## src/hdl/rpc_params.svh

```systemverilog
// Register offsets, field positions, reset values and selections of the radio packet core
`ifndef RPC_PARAMS_SVH
`define RPC_PARAMS_SVH

// ****************************************
// Register offsets
// ****************************************
`define RPC_OFS_PIN_CFG0 8'h00
`define RPC_OFS_PIN_CFG1 8'h01
`define RPC_OFS_PKT_HIGH 8'h02
`define RPC_OFS_PKT_LOW 8'h03
`define RPC_OFS_PKT_LEN 8'h04
`define RPC_OFS_MODEM2 8'h05
`define RPC_OFS_CAL_RES 8'h06
`define RPC_OFS_VCO_TEST 8'h07
`define RPC_OFS_PKT_STATE 8'h08
`define RPC_OFS_STROBE 8'h09
`define RPC_OFS_RX_DATA 8'h0A
`define RPC_OFS_TX_DATA 8'h0B
`define RPC_OFS_RX_COUNT 8'h0C
`define RPC_OFS_RIN_LVL 8'h0D
`define RPC_OFS_LV_STAT 8'h0E

// ****************************************
// Field positions
// ****************************************
`define RPC_STB_IDLE 0
`define RPC_STB_FLUSH 1
`define RPC_STB_RX 2
`define RPC_STB_TX 3
`define RPC_STB_SLEEP 4
`define RPC_PKTH_APPEND 2
`define RPC_PKTL_CRC 2
`define RPC_LV_FLAG 0
`define RPC_LV_CORE_LSB 1

// ****************************************
// Encodings and reset values
// ****************************************
`define RPC_LEN_VARIABLE 2'h1
`define RPC_LEN_FIXED 2'h0
`define RPC_SEL_RX_PKT 6'h06
`define RPC_SEL_LOCK 6'h0A
`define RPC_CAL_UNLOCKED 6'h3F
`define RPC_CAL_LOCK_ALT 6'h3E
`define RPC_RST_PIN_SEL 6'h00
`define RPC_RST_PKT_LEN 8'hFF
`define RPC_RST_VCO_TEST 8'h00
`define RPC_RST_SYNC_MODE 3'h2
`define RPC_HALF_BYTE_BITS 3'h3
`define RPC_BYTE_LAST_BIT 3'h7
`define RPC_STATUS_BYTES 2'h2

`endif

```

## src/hdl/rpc_pkg.sv

```systemverilog
// Types of the radio packet core
`default_nettype none
package rpc_pkg;
  typedef enum logic [2:0] {
    st_idle,
    st_rx,
    st_rx_ovf,
    st_tx,
    st_sleep
  } rpc_state_t;
endpackage : rpc_pkg
`default_nettype wire

```

## src/hdl/rpc_rx_mem.sv

```systemverilog
// Receive FIFO storage with registered read and write bypass
`timescale 1ns/1ps
`default_nettype none
module rpc_rx_mem #(
  parameter int WIDTH = 8,
  parameter int DEPTH = 64,
  parameter int AW = 6
) (
  // Clock and reset
  input wire logic clk,
  input wire logic rst_b,
  // Write port
  input wire logic we,
  input wire logic [AW-1:0] waddr,
  input wire logic [WIDTH-1:0] wdata,
  // Read port
  input wire logic [AW-1:0] raddr,
  output logic [WIDTH-1:0] rdata
);
  logic [WIDTH-1:0] mem [DEPTH];
  logic [WIDTH-1:0] rdata_next;

  always_comb begin
    rdata_next = (we && waddr == raddr) ? wdata : mem[raddr];
  end

  always_ff @(posedge clk) begin
    if (we) begin
      mem[waddr] <= wdata;
    end
  end

  always_ff @(posedge clk) begin
    if (!rst_b) begin
      rdata <= '0;
    end else begin
      rdata <= rdata_next;
    end
  end
endmodule : rpc_rx_mem
`default_nettype wire

```

## src/hdl/rpc_core.sv

```systemverilog
// Radio packet core: receive FIFO, status append, transmit bit engine, output pins
//
// Functional notes
// - Receive path has a 64-byte FIFO plus one prefetch byte before it.
// - Byte arriving with FIFO and prefetch both full enters receive-overflow state.
// - Overflow is left only by go-idle strobe, then flush-receive strobe.
// - Pin on selection 0x06 deasserts when the receive FIFO overflows.
// - With append on, two status bytes follow payload; variable mode leads with length.
// - Length mode 1 selects variable length, 0 selects fixed length.
// - Byte-fetch request rises at each byte start, falls after half the byte.
// - With packet handling, transmit ends itself after last bit of last byte.
// - Pin on selection 0x0A carries the synthesizer lock detector.
// - Calibration result reads other than 0x3F whenever synthesizer is locked.
// - VCO calibration test register is lost in sleep; host rewrites it.
// - Packet-end input sets as last byte enters FIFO, clears on first read.
// - With CRC and append both enabled, CRC-pass bit is appended at packet end.
// - Low-voltage error is not raised in sleep or idle at core level 0 or 1.
//
// The address map and the address-and-strobe port are this design's own decisions.
`timescale 1ns/1ps
`default_nettype none
`include "rpc_params.svh"
module rpc_core #(
  parameter int DEPTH = 64,
  parameter int BIT_DIV = 16
) (
  // Clock and reset
  input wire logic clk,
  input wire logic rst_b,
  // Register port
  input wire logic [7:0] reg_addr,
  input wire logic [7:0] reg_wdata,
  input wire logic reg_wr,
  input wire logic reg_rd,
  output logic [7:0] reg_rdata,
  // Demodulated receive bytes and packet status
  input wire logic rx_in_valid,
  input wire logic [7:0] rx_in_data,
  input wire logic [7:0] rssi_in,
  input wire logic [6:0] lqi_in,
  input wire logic crc_ok_in,
  // Synthesizer and supply
  input wire logic synth_lock,
  input wire logic [5:0] synth_cal_in,
  input wire logic low_volt_detect,
  // Modulator
  output logic tx_bit,
  output logic tx_fetch_req,
  // General output pins
  output logic general_output_pin0,
  output logic general_output_pin1
);
  import rpc_pkg::*;
  localparam int AW = $clog2(DEPTH);
  localparam logic [AW:0] FULL_CNT = AW'(DEPTH) == '0 ? {1'b1, {AW{1'b0}}} : (AW+1)'(DEPTH);
  localparam logic [7:0] DIV_LAST = 8'(BIT_DIV - 1);

  // ****************************************
  // State
  // ****************************************
  rpc_state_t state_reg, state_next;
  logic [5:0] pin_sel0_reg, pin_sel0_next, pin_sel1_reg, pin_sel1_next;
  logic append_reg, append_next, crc_en_reg, crc_en_next;
  logic [1:0] len_mode_reg, len_mode_next, core_volt_reg, core_volt_next;
  logic [7:0] pkt_len_reg, pkt_len_next, vco_test_reg, vco_test_next;
  logic [2:0] sync_mode_reg, sync_mode_next;
  logic lv_err_reg, lv_err_next, ovf_reg, ovf_next, rx_end_reg, rx_end_next;
  logic pf_full_reg, pf_full_next, pf_last_reg, pf_last_next;
  logic [7:0] pf_data_reg, pf_data_next;
  logic [AW-1:0] wr_ptr_reg, wr_ptr_next, rd_ptr_reg, rd_ptr_next;
  logic [AW:0] count_reg, count_next;
  logic [8:0] rx_cnt_reg, rx_cnt_next, rx_total_reg, rx_total_next;
  logic [1:0] stat_pend_reg, stat_pend_next;
  logic [7:0] tx_hold_reg, tx_hold_next, shift_reg, shift_next, tx_cnt_reg, tx_cnt_next;
  logic [7:0] div_cnt_reg, div_cnt_next;
  logic [2:0] bit_cnt_reg, bit_cnt_next;
  logic fetch_reg, fetch_next, tx_bit_reg, tx_bit_next;
  logic gpo0_reg, gpo0_next, gpo1_reg, gpo1_next;
  logic [7:0] rdata_reg, rdata_next;
  // Combinational helpers
  logic stb_idle, stb_flush, stb_rx, stb_tx, stb_sleep, push, pop, in_v, in_last;
  logic rx_take, ovf_hit, tick, lv_quiet;
  logic [7:0] in_d, head_data;
  logic [8:0] total;
  logic [5:0] cal_view;

  rpc_rx_mem #(.WIDTH(8), .DEPTH(DEPTH), .AW(AW)) u_rx_mem (
    .clk(clk),
    .rst_b(rst_b),
    .we(push),
    .waddr(wr_ptr_reg),
    .wdata(pf_data_reg),
    .raddr(rd_ptr_next),
    .rdata(head_data)
  );

  function automatic logic pin_drive(input logic [5:0] sel, input logic rx_on, input logic lock);
    if (sel == `RPC_SEL_LOCK) return lock;
    else if (sel == `RPC_SEL_RX_PKT) return rx_on;
    else return 1'b0;
  endfunction : pin_drive

  // ****************************************
  // Next-state logic
  // ****************************************
  always_comb begin
    state_next = state_reg;
    pin_sel0_next = pin_sel0_reg;
    pin_sel1_next = pin_sel1_reg;
    append_next = append_reg;
    crc_en_next = crc_en_reg;
    len_mode_next = len_mode_reg;
    core_volt_next = core_volt_reg;
    pkt_len_next = pkt_len_reg;
    vco_test_next = vco_test_reg;
    sync_mode_next = sync_mode_reg;
    lv_err_next = lv_err_reg;
    ovf_next = ovf_reg;
    rx_end_next = rx_end_reg;
    pf_full_next = pf_full_reg;
    pf_last_next = pf_last_reg;
    pf_data_next = pf_data_reg;
    wr_ptr_next = wr_ptr_reg;
    rd_ptr_next = rd_ptr_reg;
    rx_cnt_next = rx_cnt_reg;
    rx_total_next = rx_total_reg;
    stat_pend_next = stat_pend_reg;
    tx_hold_next = tx_hold_reg;
    shift_next = shift_reg;
    tx_cnt_next = tx_cnt_reg;
    bit_cnt_next = bit_cnt_reg;
    fetch_next = fetch_reg;
    tx_bit_next = tx_bit_reg;
    div_cnt_next = div_cnt_reg;
    rdata_next = '0;
    stb_idle = reg_wr && reg_addr == `RPC_OFS_STROBE && reg_wdata[`RPC_STB_IDLE];
    stb_flush = reg_wr && reg_addr == `RPC_OFS_STROBE && reg_wdata[`RPC_STB_FLUSH];
    stb_rx = reg_wr && reg_addr == `RPC_OFS_STROBE && reg_wdata[`RPC_STB_RX];
    stb_tx = reg_wr && reg_addr == `RPC_OFS_STROBE && reg_wdata[`RPC_STB_TX];
    stb_sleep = reg_wr && reg_addr == `RPC_OFS_STROBE && reg_wdata[`RPC_STB_SLEEP];
    // Configuration writes
    if (reg_wr) begin
      unique case (reg_addr)
        `RPC_OFS_PIN_CFG0: pin_sel0_next = reg_wdata[5:0];
        `RPC_OFS_PIN_CFG1: pin_sel1_next = reg_wdata[5:0];
        `RPC_OFS_PKT_HIGH: append_next = reg_wdata[`RPC_PKTH_APPEND];
        `RPC_OFS_PKT_LOW: begin
          crc_en_next = reg_wdata[`RPC_PKTL_CRC];
          len_mode_next = reg_wdata[1:0];
        end
        `RPC_OFS_PKT_LEN: pkt_len_next = reg_wdata;
        `RPC_OFS_MODEM2: sync_mode_next = reg_wdata[2:0];
        `RPC_OFS_VCO_TEST: vco_test_next = reg_wdata;
        `RPC_OFS_TX_DATA: tx_hold_next = reg_wdata;
        `RPC_OFS_LV_STAT: core_volt_next = reg_wdata[`RPC_LV_CORE_LSB +: 2];
        default: ;
      endcase
    end
    push = pf_full_reg && count_reg != FULL_CNT;
    pop = reg_rd && reg_addr == `RPC_OFS_RX_DATA && count_reg != '0;
    if (len_mode_reg == `RPC_LEN_VARIABLE && rx_cnt_reg == '0) total = {1'b0, rx_in_data} + 9'h001;
    else if (len_mode_reg == `RPC_LEN_VARIABLE) total = rx_total_reg;
    else total = {1'b0, pkt_len_reg};
    rx_take = state_reg == st_rx && stat_pend_reg == '0 && rx_in_valid;
    in_v = rx_take || (state_reg == st_rx && stat_pend_reg != '0);
    if (stat_pend_reg == `RPC_STATUS_BYTES) in_d = rssi_in;
    else if (stat_pend_reg != '0) in_d = {crc_en_reg & crc_ok_in, lqi_in};
    else in_d = rx_in_data;
    in_last = rx_take ? (!append_reg && rx_cnt_reg + 9'h001 == total) : stat_pend_reg == 2'h1;
    ovf_hit = in_v && pf_full_reg && !push;
    if (push) begin
      wr_ptr_next = wr_ptr_reg + AW'(1);
      pf_full_next = 1'b0;
    end
    if (pop) rd_ptr_next = rd_ptr_reg + AW'(1);
    if (in_v && !ovf_hit) begin
      pf_full_next = 1'b1;
      pf_data_next = in_d;
      pf_last_next = in_last;
      if (rx_take) begin
        rx_cnt_next = rx_cnt_reg + 9'h001;
        rx_total_next = total;
        if (rx_cnt_reg + 9'h001 == total) begin
          rx_cnt_next = '0;
          if (append_reg) stat_pend_next = `RPC_STATUS_BYTES;
          else state_next = st_idle;
        end
      end else begin
        stat_pend_next = stat_pend_reg - 2'h1;
        if (stat_pend_reg == 2'h1) state_next = st_idle;
      end
    end
    if (pop && !rx_end_reg) rx_end_next = rx_end_reg;
    else if (pop) rx_end_next = 1'b0;
    if (push && pf_last_reg) rx_end_next = 1'b1;
    lv_quiet = (state_reg == st_idle || state_reg == st_sleep) && core_volt_reg <= 2'h1;
    if (reg_wr && reg_addr == `RPC_OFS_LV_STAT && reg_wdata[`RPC_LV_FLAG]) lv_err_next = 1'b0;
    if (low_volt_detect && !lv_quiet) lv_err_next = 1'b1;
    // Bit-rate divider
    tick = state_reg == st_tx && div_cnt_reg == DIV_LAST;
    div_cnt_next = (state_reg != st_tx || tick) ? '0 : div_cnt_reg + 8'h01;
    unique case (state_reg)
      st_idle: begin
        if (stb_flush) begin
          wr_ptr_next = '0;
          rd_ptr_next = '0;
          pf_full_next = 1'b0;
          pf_last_next = 1'b0;
          ovf_next = 1'b0;
          rx_end_next = 1'b0;
          stat_pend_next = '0;
        end else if (stb_rx && !ovf_reg) begin
          state_next = st_rx;
          rx_cnt_next = '0;
          stat_pend_next = '0;
        end else if (stb_tx) begin
          state_next = st_tx;
          shift_next = tx_hold_reg;
          tx_bit_next = tx_hold_reg[7];
          fetch_next = 1'b1;
          bit_cnt_next = '0;
          tx_cnt_next = '0;
        end else if (stb_sleep) begin
          state_next = st_sleep;
        end
      end
      st_rx: begin
        if (stb_idle) begin
          state_next = st_idle;
          stat_pend_next = '0;
        end else if (ovf_hit) begin
          state_next = st_rx_ovf;
          ovf_next = 1'b1;
        end
      end
      st_rx_ovf: begin
        if (stb_idle) state_next = st_idle;
      end
      st_tx: begin
        if (stb_idle) begin
          state_next = st_idle;
          fetch_next = 1'b0;
          tx_bit_next = 1'b0;
        end else if (tick) begin
          bit_cnt_next = bit_cnt_reg + 3'h1;
          if (bit_cnt_reg == `RPC_BYTE_LAST_BIT) begin
            if (sync_mode_reg != '0 && {1'b0, tx_cnt_reg} + 9'h001 == {1'b0, pkt_len_reg}) begin
              state_next = st_idle;
              fetch_next = 1'b0;
              tx_bit_next = 1'b0;
            end else begin
              shift_next = tx_hold_reg;
              tx_bit_next = tx_hold_reg[7];
              fetch_next = 1'b1;
              tx_cnt_next = tx_cnt_reg + 8'h01;
            end
          end else begin
            shift_next = {shift_reg[6:0], 1'b0};
            tx_bit_next = shift_reg[6];
            if (bit_cnt_reg == `RPC_HALF_BYTE_BITS) fetch_next = 1'b0;
          end
        end
      end
      st_sleep: begin
        vco_test_next = `RPC_RST_VCO_TEST;
        if (stb_idle) state_next = st_idle;
      end
    endcase
    count_next = count_reg + (AW+1)'(push) - (AW+1)'(pop);
    if (state_reg == st_idle && stb_flush) count_next = '0;
    if (!synth_lock) cal_view = `RPC_CAL_UNLOCKED;
    else if (synth_cal_in == `RPC_CAL_UNLOCKED) cal_view = `RPC_CAL_LOCK_ALT;
    else cal_view = synth_cal_in;
    if (reg_rd) begin
      unique case (reg_addr)
        `RPC_OFS_PIN_CFG0: rdata_next = {2'h0, pin_sel0_reg};
        `RPC_OFS_PIN_CFG1: rdata_next = {2'h0, pin_sel1_reg};
        `RPC_OFS_PKT_HIGH: rdata_next = 8'(append_reg) << `RPC_PKTH_APPEND;
        `RPC_OFS_PKT_LOW: rdata_next = {5'h00, crc_en_reg, len_mode_reg};
        `RPC_OFS_PKT_LEN: rdata_next = pkt_len_reg;
        `RPC_OFS_MODEM2: rdata_next = {5'h00, sync_mode_reg};
        `RPC_OFS_CAL_RES: rdata_next = {2'h0, cal_view};
        `RPC_OFS_VCO_TEST: rdata_next = vco_test_reg;
        `RPC_OFS_PKT_STATE: rdata_next = {2'h0, state_reg == st_sleep, state_reg == st_tx,
                                          state_reg == st_rx, ovf_reg, gpo1_reg, gpo0_reg};
        `RPC_OFS_RX_DATA: rdata_next = pop ? head_data : 8'h00;
        `RPC_OFS_RX_COUNT: rdata_next = 8'(count_reg);
        `RPC_OFS_RIN_LVL: rdata_next = {5'h00, ovf_reg, count_reg != '0, rx_end_reg};
        `RPC_OFS_LV_STAT: rdata_next = {5'h00, core_volt_reg, lv_err_reg};
        default: rdata_next = 8'h00;
      endcase
    end
    gpo0_next = pin_drive(pin_sel0_reg, state_next == st_rx, synth_lock);
    gpo1_next = pin_drive(pin_sel1_reg, state_next == st_rx, synth_lock);
  end

  // ****************************************
  // Registers
  // ****************************************
  always_ff @(posedge clk) begin
    if (!rst_b) begin
      state_reg <= st_idle;
      pin_sel0_reg <= `RPC_RST_PIN_SEL;
      pin_sel1_reg <= `RPC_RST_PIN_SEL;
      append_reg <= 1'b0;
      crc_en_reg <= 1'b0;
      len_mode_reg <= `RPC_LEN_FIXED;
      core_volt_reg <= '0;
      pkt_len_reg <= `RPC_RST_PKT_LEN;
      vco_test_reg <= `RPC_RST_VCO_TEST;
      sync_mode_reg <= `RPC_RST_SYNC_MODE;
      {lv_err_reg, ovf_reg, rx_end_reg, pf_full_reg, pf_last_reg} <= '0;
      pf_data_reg <= '0;
      wr_ptr_reg <= '0;
      rd_ptr_reg <= '0;
      count_reg <= '0;
      rx_cnt_reg <= '0;
      rx_total_reg <= '0;
      stat_pend_reg <= '0;
      {tx_hold_reg, shift_reg, tx_cnt_reg, div_cnt_reg} <= '0;
      bit_cnt_reg <= '0;
      {fetch_reg, tx_bit_reg, gpo0_reg, gpo1_reg} <= '0;
      rdata_reg <= '0;
    end else begin
      state_reg <= state_next;
      pin_sel0_reg <= pin_sel0_next;
      pin_sel1_reg <= pin_sel1_next;
      append_reg <= append_next;
      crc_en_reg <= crc_en_next;
      len_mode_reg <= len_mode_next;
      core_volt_reg <= core_volt_next;
      pkt_len_reg <= pkt_len_next;
      vco_test_reg <= vco_test_next;
      sync_mode_reg <= sync_mode_next;
      {lv_err_reg, ovf_reg, rx_end_reg} <= {lv_err_next, ovf_next, rx_end_next};
      {pf_full_reg, pf_last_reg} <= {pf_full_next, pf_last_next};
      pf_data_reg <= pf_data_next;
      wr_ptr_reg <= wr_ptr_next;
      rd_ptr_reg <= rd_ptr_next;
      count_reg <= count_next;
      rx_cnt_reg <= rx_cnt_next;
      rx_total_reg <= rx_total_next;
      stat_pend_reg <= stat_pend_next;
      {tx_hold_reg, shift_reg, tx_cnt_reg, div_cnt_reg} <=
        {tx_hold_next, shift_next, tx_cnt_next, div_cnt_next};
      bit_cnt_reg <= bit_cnt_next;
      {fetch_reg, tx_bit_reg, gpo0_reg, gpo1_reg} <= {fetch_next, tx_bit_next, gpo0_next, gpo1_next};
      rdata_reg <= rdata_next;
    end
  end

  assign reg_rdata = rdata_reg;
  assign tx_bit = tx_bit_reg;
  assign tx_fetch_req = fetch_reg;
  assign general_output_pin0 = gpo0_reg;
  assign general_output_pin1 = gpo1_reg;
endmodule : rpc_core
`default_nettype wire

```

## config.mk

```make
export PLATFORM = sky130hd
export DESIGN_NAME = rpc_core
export DESIGN_NICKNAME = d
export VERILOG_FILES = /design/src/hdl/rpc_pkg.sv /design/src/hdl/rpc_rx_mem.sv /design/src/hdl/rpc_core.sv
export VERILOG_INCLUDE_DIRS = /design/src /design/src/hdl
export SDC_FILE = /design/constraint.sdc
export NUM_CORES = 1
export LEC_CHECK = 0
export BUFFER_PORTS_ARGS = -buffer_cell sky130_fd_sc_hd__buf_2
export CORE_MARGIN = 1
export CORE_UTILIZATION = 44
export CTS_BUF_LIST = sky130_fd_sc_hd__clkbuf_8
export CTS_CLUSTER_DIAMETER = 30
export DETAILED_ROUTE_END_ITERATION = 8
export GPL_ROUTABILITY_DRIVEN = 0
export SETUP_SLACK_MARGIN = 0.5
export SYNTH_ARGS = -nofsm -noshare
export SYNTH_HDL_FRONTEND = slang
export SYNTH_SLANG_ARGS = --single-unit
```

## constraint.sdc

```tcl
create_clock -name clk -period 13.1 [get_ports clk]
set_input_delay 2.62 -clock clk [delete_from_list [all_inputs] [get_ports clk]]
set_output_delay 2.62 -clock clk [all_outputs]
set_load 0.03 [all_outputs]
```

==> flow_summary.yaml <==
synthesis:
  ys_top_cells_by_count: "edfxtp_1, nand2_1, nor2_1, a21oi_1, dfxtp_1"
  synth_seq_cells: 658
  ys_types: 95
  async_reset_ff_share_pct: 0
  synthFlopType: "edfxtp_1"
  avgSynthCellArea_um2: 11.1
  yosysMostFrequentCell: "edfxtp_1"
  syn_area_um2: 30400
  yosysTopAreaCell: "edfxtp_1"
  synth_edf_count: 512
  synth_top_area_share_pct: 50.5
  synth_warnings: 0
  syn_inst: 2749
  yosysSeqAreaShare_pct: 60.1
  synth_nets: 2824
  synth_area_leaders: "edfxtp_1, dfxtp_1, nand2_1"
setup_path:
  critPathKind: "input pin to flop"
  crit_path_end: "u_rx_mem.rdata[7]$_SDFF_PN0_"
  crit_fanout: 48
  crit_start: "reg_addr[7]"
  start_kind: "input pin"
  endpoint_kind: "flop"
  worst_ep_required_time_ps: 13750
  r2r-end: "u_rx_mem.rdata[3]$_SDFF_PN0_"
  r2r_slack_ps: 7290
  r2r_start: "rd_ptr_reg[0]$_SDFF_PN0_"
  rr_worst_depth: 12
  cp.arrival_ps: 7600
timing:
  min_period_over_period_pct: 53.0
  timing.setup.tns_ps: 0
  finalCriticalPeriod_ps: 6940
  hold_viol: 0
  worst_pin_slew_ps: 1290
  finalSetupViolCount: 0
  rsz0062_at_grt: "no"
  max-slew-margin-rel_pct: 13.4
  max_freq_mhz: 144
  drv_slew: 0
  fin_worst_skew_ps: 38.0
clock_network:
  cts_hold_buffers: 0
  h-tree-depth: 4
  cts_setup_buffers: 0
  cts_buffer_depth: 3
  path_clk_slew_ps: 50
  cts-root-buf: "clkbuf_8"
  cts_buffers: 142
  cts_resized: 0
  cts_tree: "yes"
  clock_latency_ps: 810
  clock_sinks: 658
final_layout:
  fin_nets: 2867
  area_delta_synth_final_pct: 13.8
  largest_reg_flops: 512
  finalNonFillerCells: 3835
  final_area_um2: 34600
  final_layout_size_suffix_gt1_share_pct: 13.5
  fillCellCount: 6026
  multi_input_area_um2: 11200
  final_util_pct: 50.5
  regArea_um2: 18300
detailed_routing:
  drc: 0
  first_pass_iters: 8
  vias: 24000
  ant_nets: 0
  routed_wl_um: 95700
  wl_per_cell_um: 24.9
  drt_iter0_markers: 3113
  drt-vias-per-instance: 6.26
flow_run:
  maxCapViolCount: 0
placement:
  hpwl_um: 58800
  postPlaceCellArea_um2: 31500
  dp.cells: 3579
  port_buffers: 64
power:
  leakage_nw: 11.8
  power.density_nw_per_um2: 139
  ir_worst_vdd_mv: 0.0812
  power_mw: 4.83
  p_int_mw: 3.79
  pwr-share-clk_pct: 51.7
  sw_frac_of_total_pct: 21.6
  switching_power_mw: 1.04
  pwr-share-comb_pct: 2.2
  p_seq_share_pct: 46.1
status:
  outcome: "finished clean"
global_routing:
  first_global_vias: 22900
  grt_max_degree: 99
  track_usage_pct: 26.8
  grt_pass1_wl_um: 143000
  grt_antenna_before_repair: 4
  grt_overflow: 0
floorplanning:
  die_w_um: 265
  core_um2: 68600
  rows: 96
  dieArea_um2: 70300
  ios: 65
  start_util_pct: 44.4
  fp.dieH_um: 265
worst_hold_path:
  worstHoldPathType: "flop to flop"
==> worst max-delay path: stages <==
cell and delay, ps:
buf_2 120, nor4_4 560, o2111ai_4 560, inv_2 640, a32oi_1 160, buf_4 220
nand2_2 670, buf_4 620, nand2_1 190, o221ai_1 290, a21oi_1 110, nor4_1 650
o31ai_1 170
==> power by group through the flow <==
stage,logic [mW],registers (mW),clock network (mW)
floorplan,0.0683,2.27,0
global placement,0.0977,2.27,0
detailed placement,0.101,2.27,0
CTS,0.101,2.23,2.53
global route,0.111,2.23,2.64
finish,0.104,2.23,2.50
==> worst min path at each step <==
stage                                endpoint                      start  cells past startpoint
finish              div_cnt_reg[0]$_SDFF_PP0_  div_cnt_reg[0]$_SDFF_PP0_                      1
global route        div_cnt_reg[0]$_SDFF_PP0_  div_cnt_reg[0]$_SDFF_PP0_                      1
CTS                 div_cnt_reg[0]$_SDFF_PP0_  div_cnt_reg[0]$_SDFF_PP0_                      1
detailed placement  div_cnt_reg[0]$_SDFF_PP0_  div_cnt_reg[0]$_SDFF_PP0_                      1
global placement    div_cnt_reg[0]$_SDFF_PP0_  div_cnt_reg[0]$_SDFF_PP0_                      1
floorplan           div_cnt_reg[0]$_SDFF_PP0_  div_cnt_reg[0]$_SDFF_PP0_                      1
==> per-stage QoR <==
step | setup WS, ps | hold slack [ps]
after floorplan | 7070 | 413
after global placement | 5620 | 426
after detailed placement | 5490 | 439
after CTS | 6330 | 455
after global routing | 5950 | 469
final | 6160 | 451
==> cells in the final DEF, fill, tap and decap left out, types with 16 or more instances in the layout <==
| cell | instances |
|---|---|
| clkinv_1 | 18 |
| a22o_1 | 25 |
| o22ai_1 | 30 |
| a221oi_1 | 65 |
| a211oi_1 | 72 |
| nand3_1 | 109 |
| and3_1 | 78 |
| buf_2 | 65 |
| a21oi_1 | 171 |
| clkbuf_8 | 151 |
| nand2_1 | 338 |
| dfxtp_1 | 137 |
| xnor2_1 | 23 |
| or3_1 | 42 |
| mux2i_1 | 49 |
| xor2_1 | 23 |
| bufinv_16 | 23 |
| o31ai_1 | 45 |
| inv_1 | 57 |
| a22oi_1 | 43 |
| edfxtp_1 | 512 |
| nand4_1 | 21 |
| a31o_2 | 16 |
| ha_1 | 21 |
| buf_4 | 40 |
| a2111oi_0 | 21 |
| clkinv_2 | 17 |
| nor2_1 | 226 |
| o21ai_0 | 65 |
| a31oi_1 | 62 |
| nor3_1 | 51 |
==> cell families after synthesis <==
kind of cell | after synthesis | share of synthesized area, %
compound gates | 752 | 17.3
xor+xnor | 46 | 1.32
fa+ha+maj | 22 | 0.929
buf+inv | 240 | 3.24
flops | 658 | 60.1
mux | 55 | 1.83
simple gates | 976 | 15.2
==> layer usage <==
metal | GRT usage, % | up-vias | routed length [µm]
met5 | 0 | - | 14
met1 | 36.2 | 11800 | 39900
met4 | 11.3 | 2 | 3160
li1 | - | 10700 | -
met2 | 41.5 | 1283 | 43700
met3 | 6.38 | 211 | 8910
==> area by class of cell <==
cell class | instances | area share (%)
Clock buffer | 151 | 6.00
Clock inverter | 103 | 3.19
Antenna cell | 2 | 0.0144
Inverter | 34 | 0.368
Tap cell | 931 | 3.36
Timing Repair Buffer | 105 | 1.81
Multi-Input combinational cell | 1851 | 32.4
Sequential cell | 658 | 52.9
Note: power is estimated with default switching activity, not from simulation.
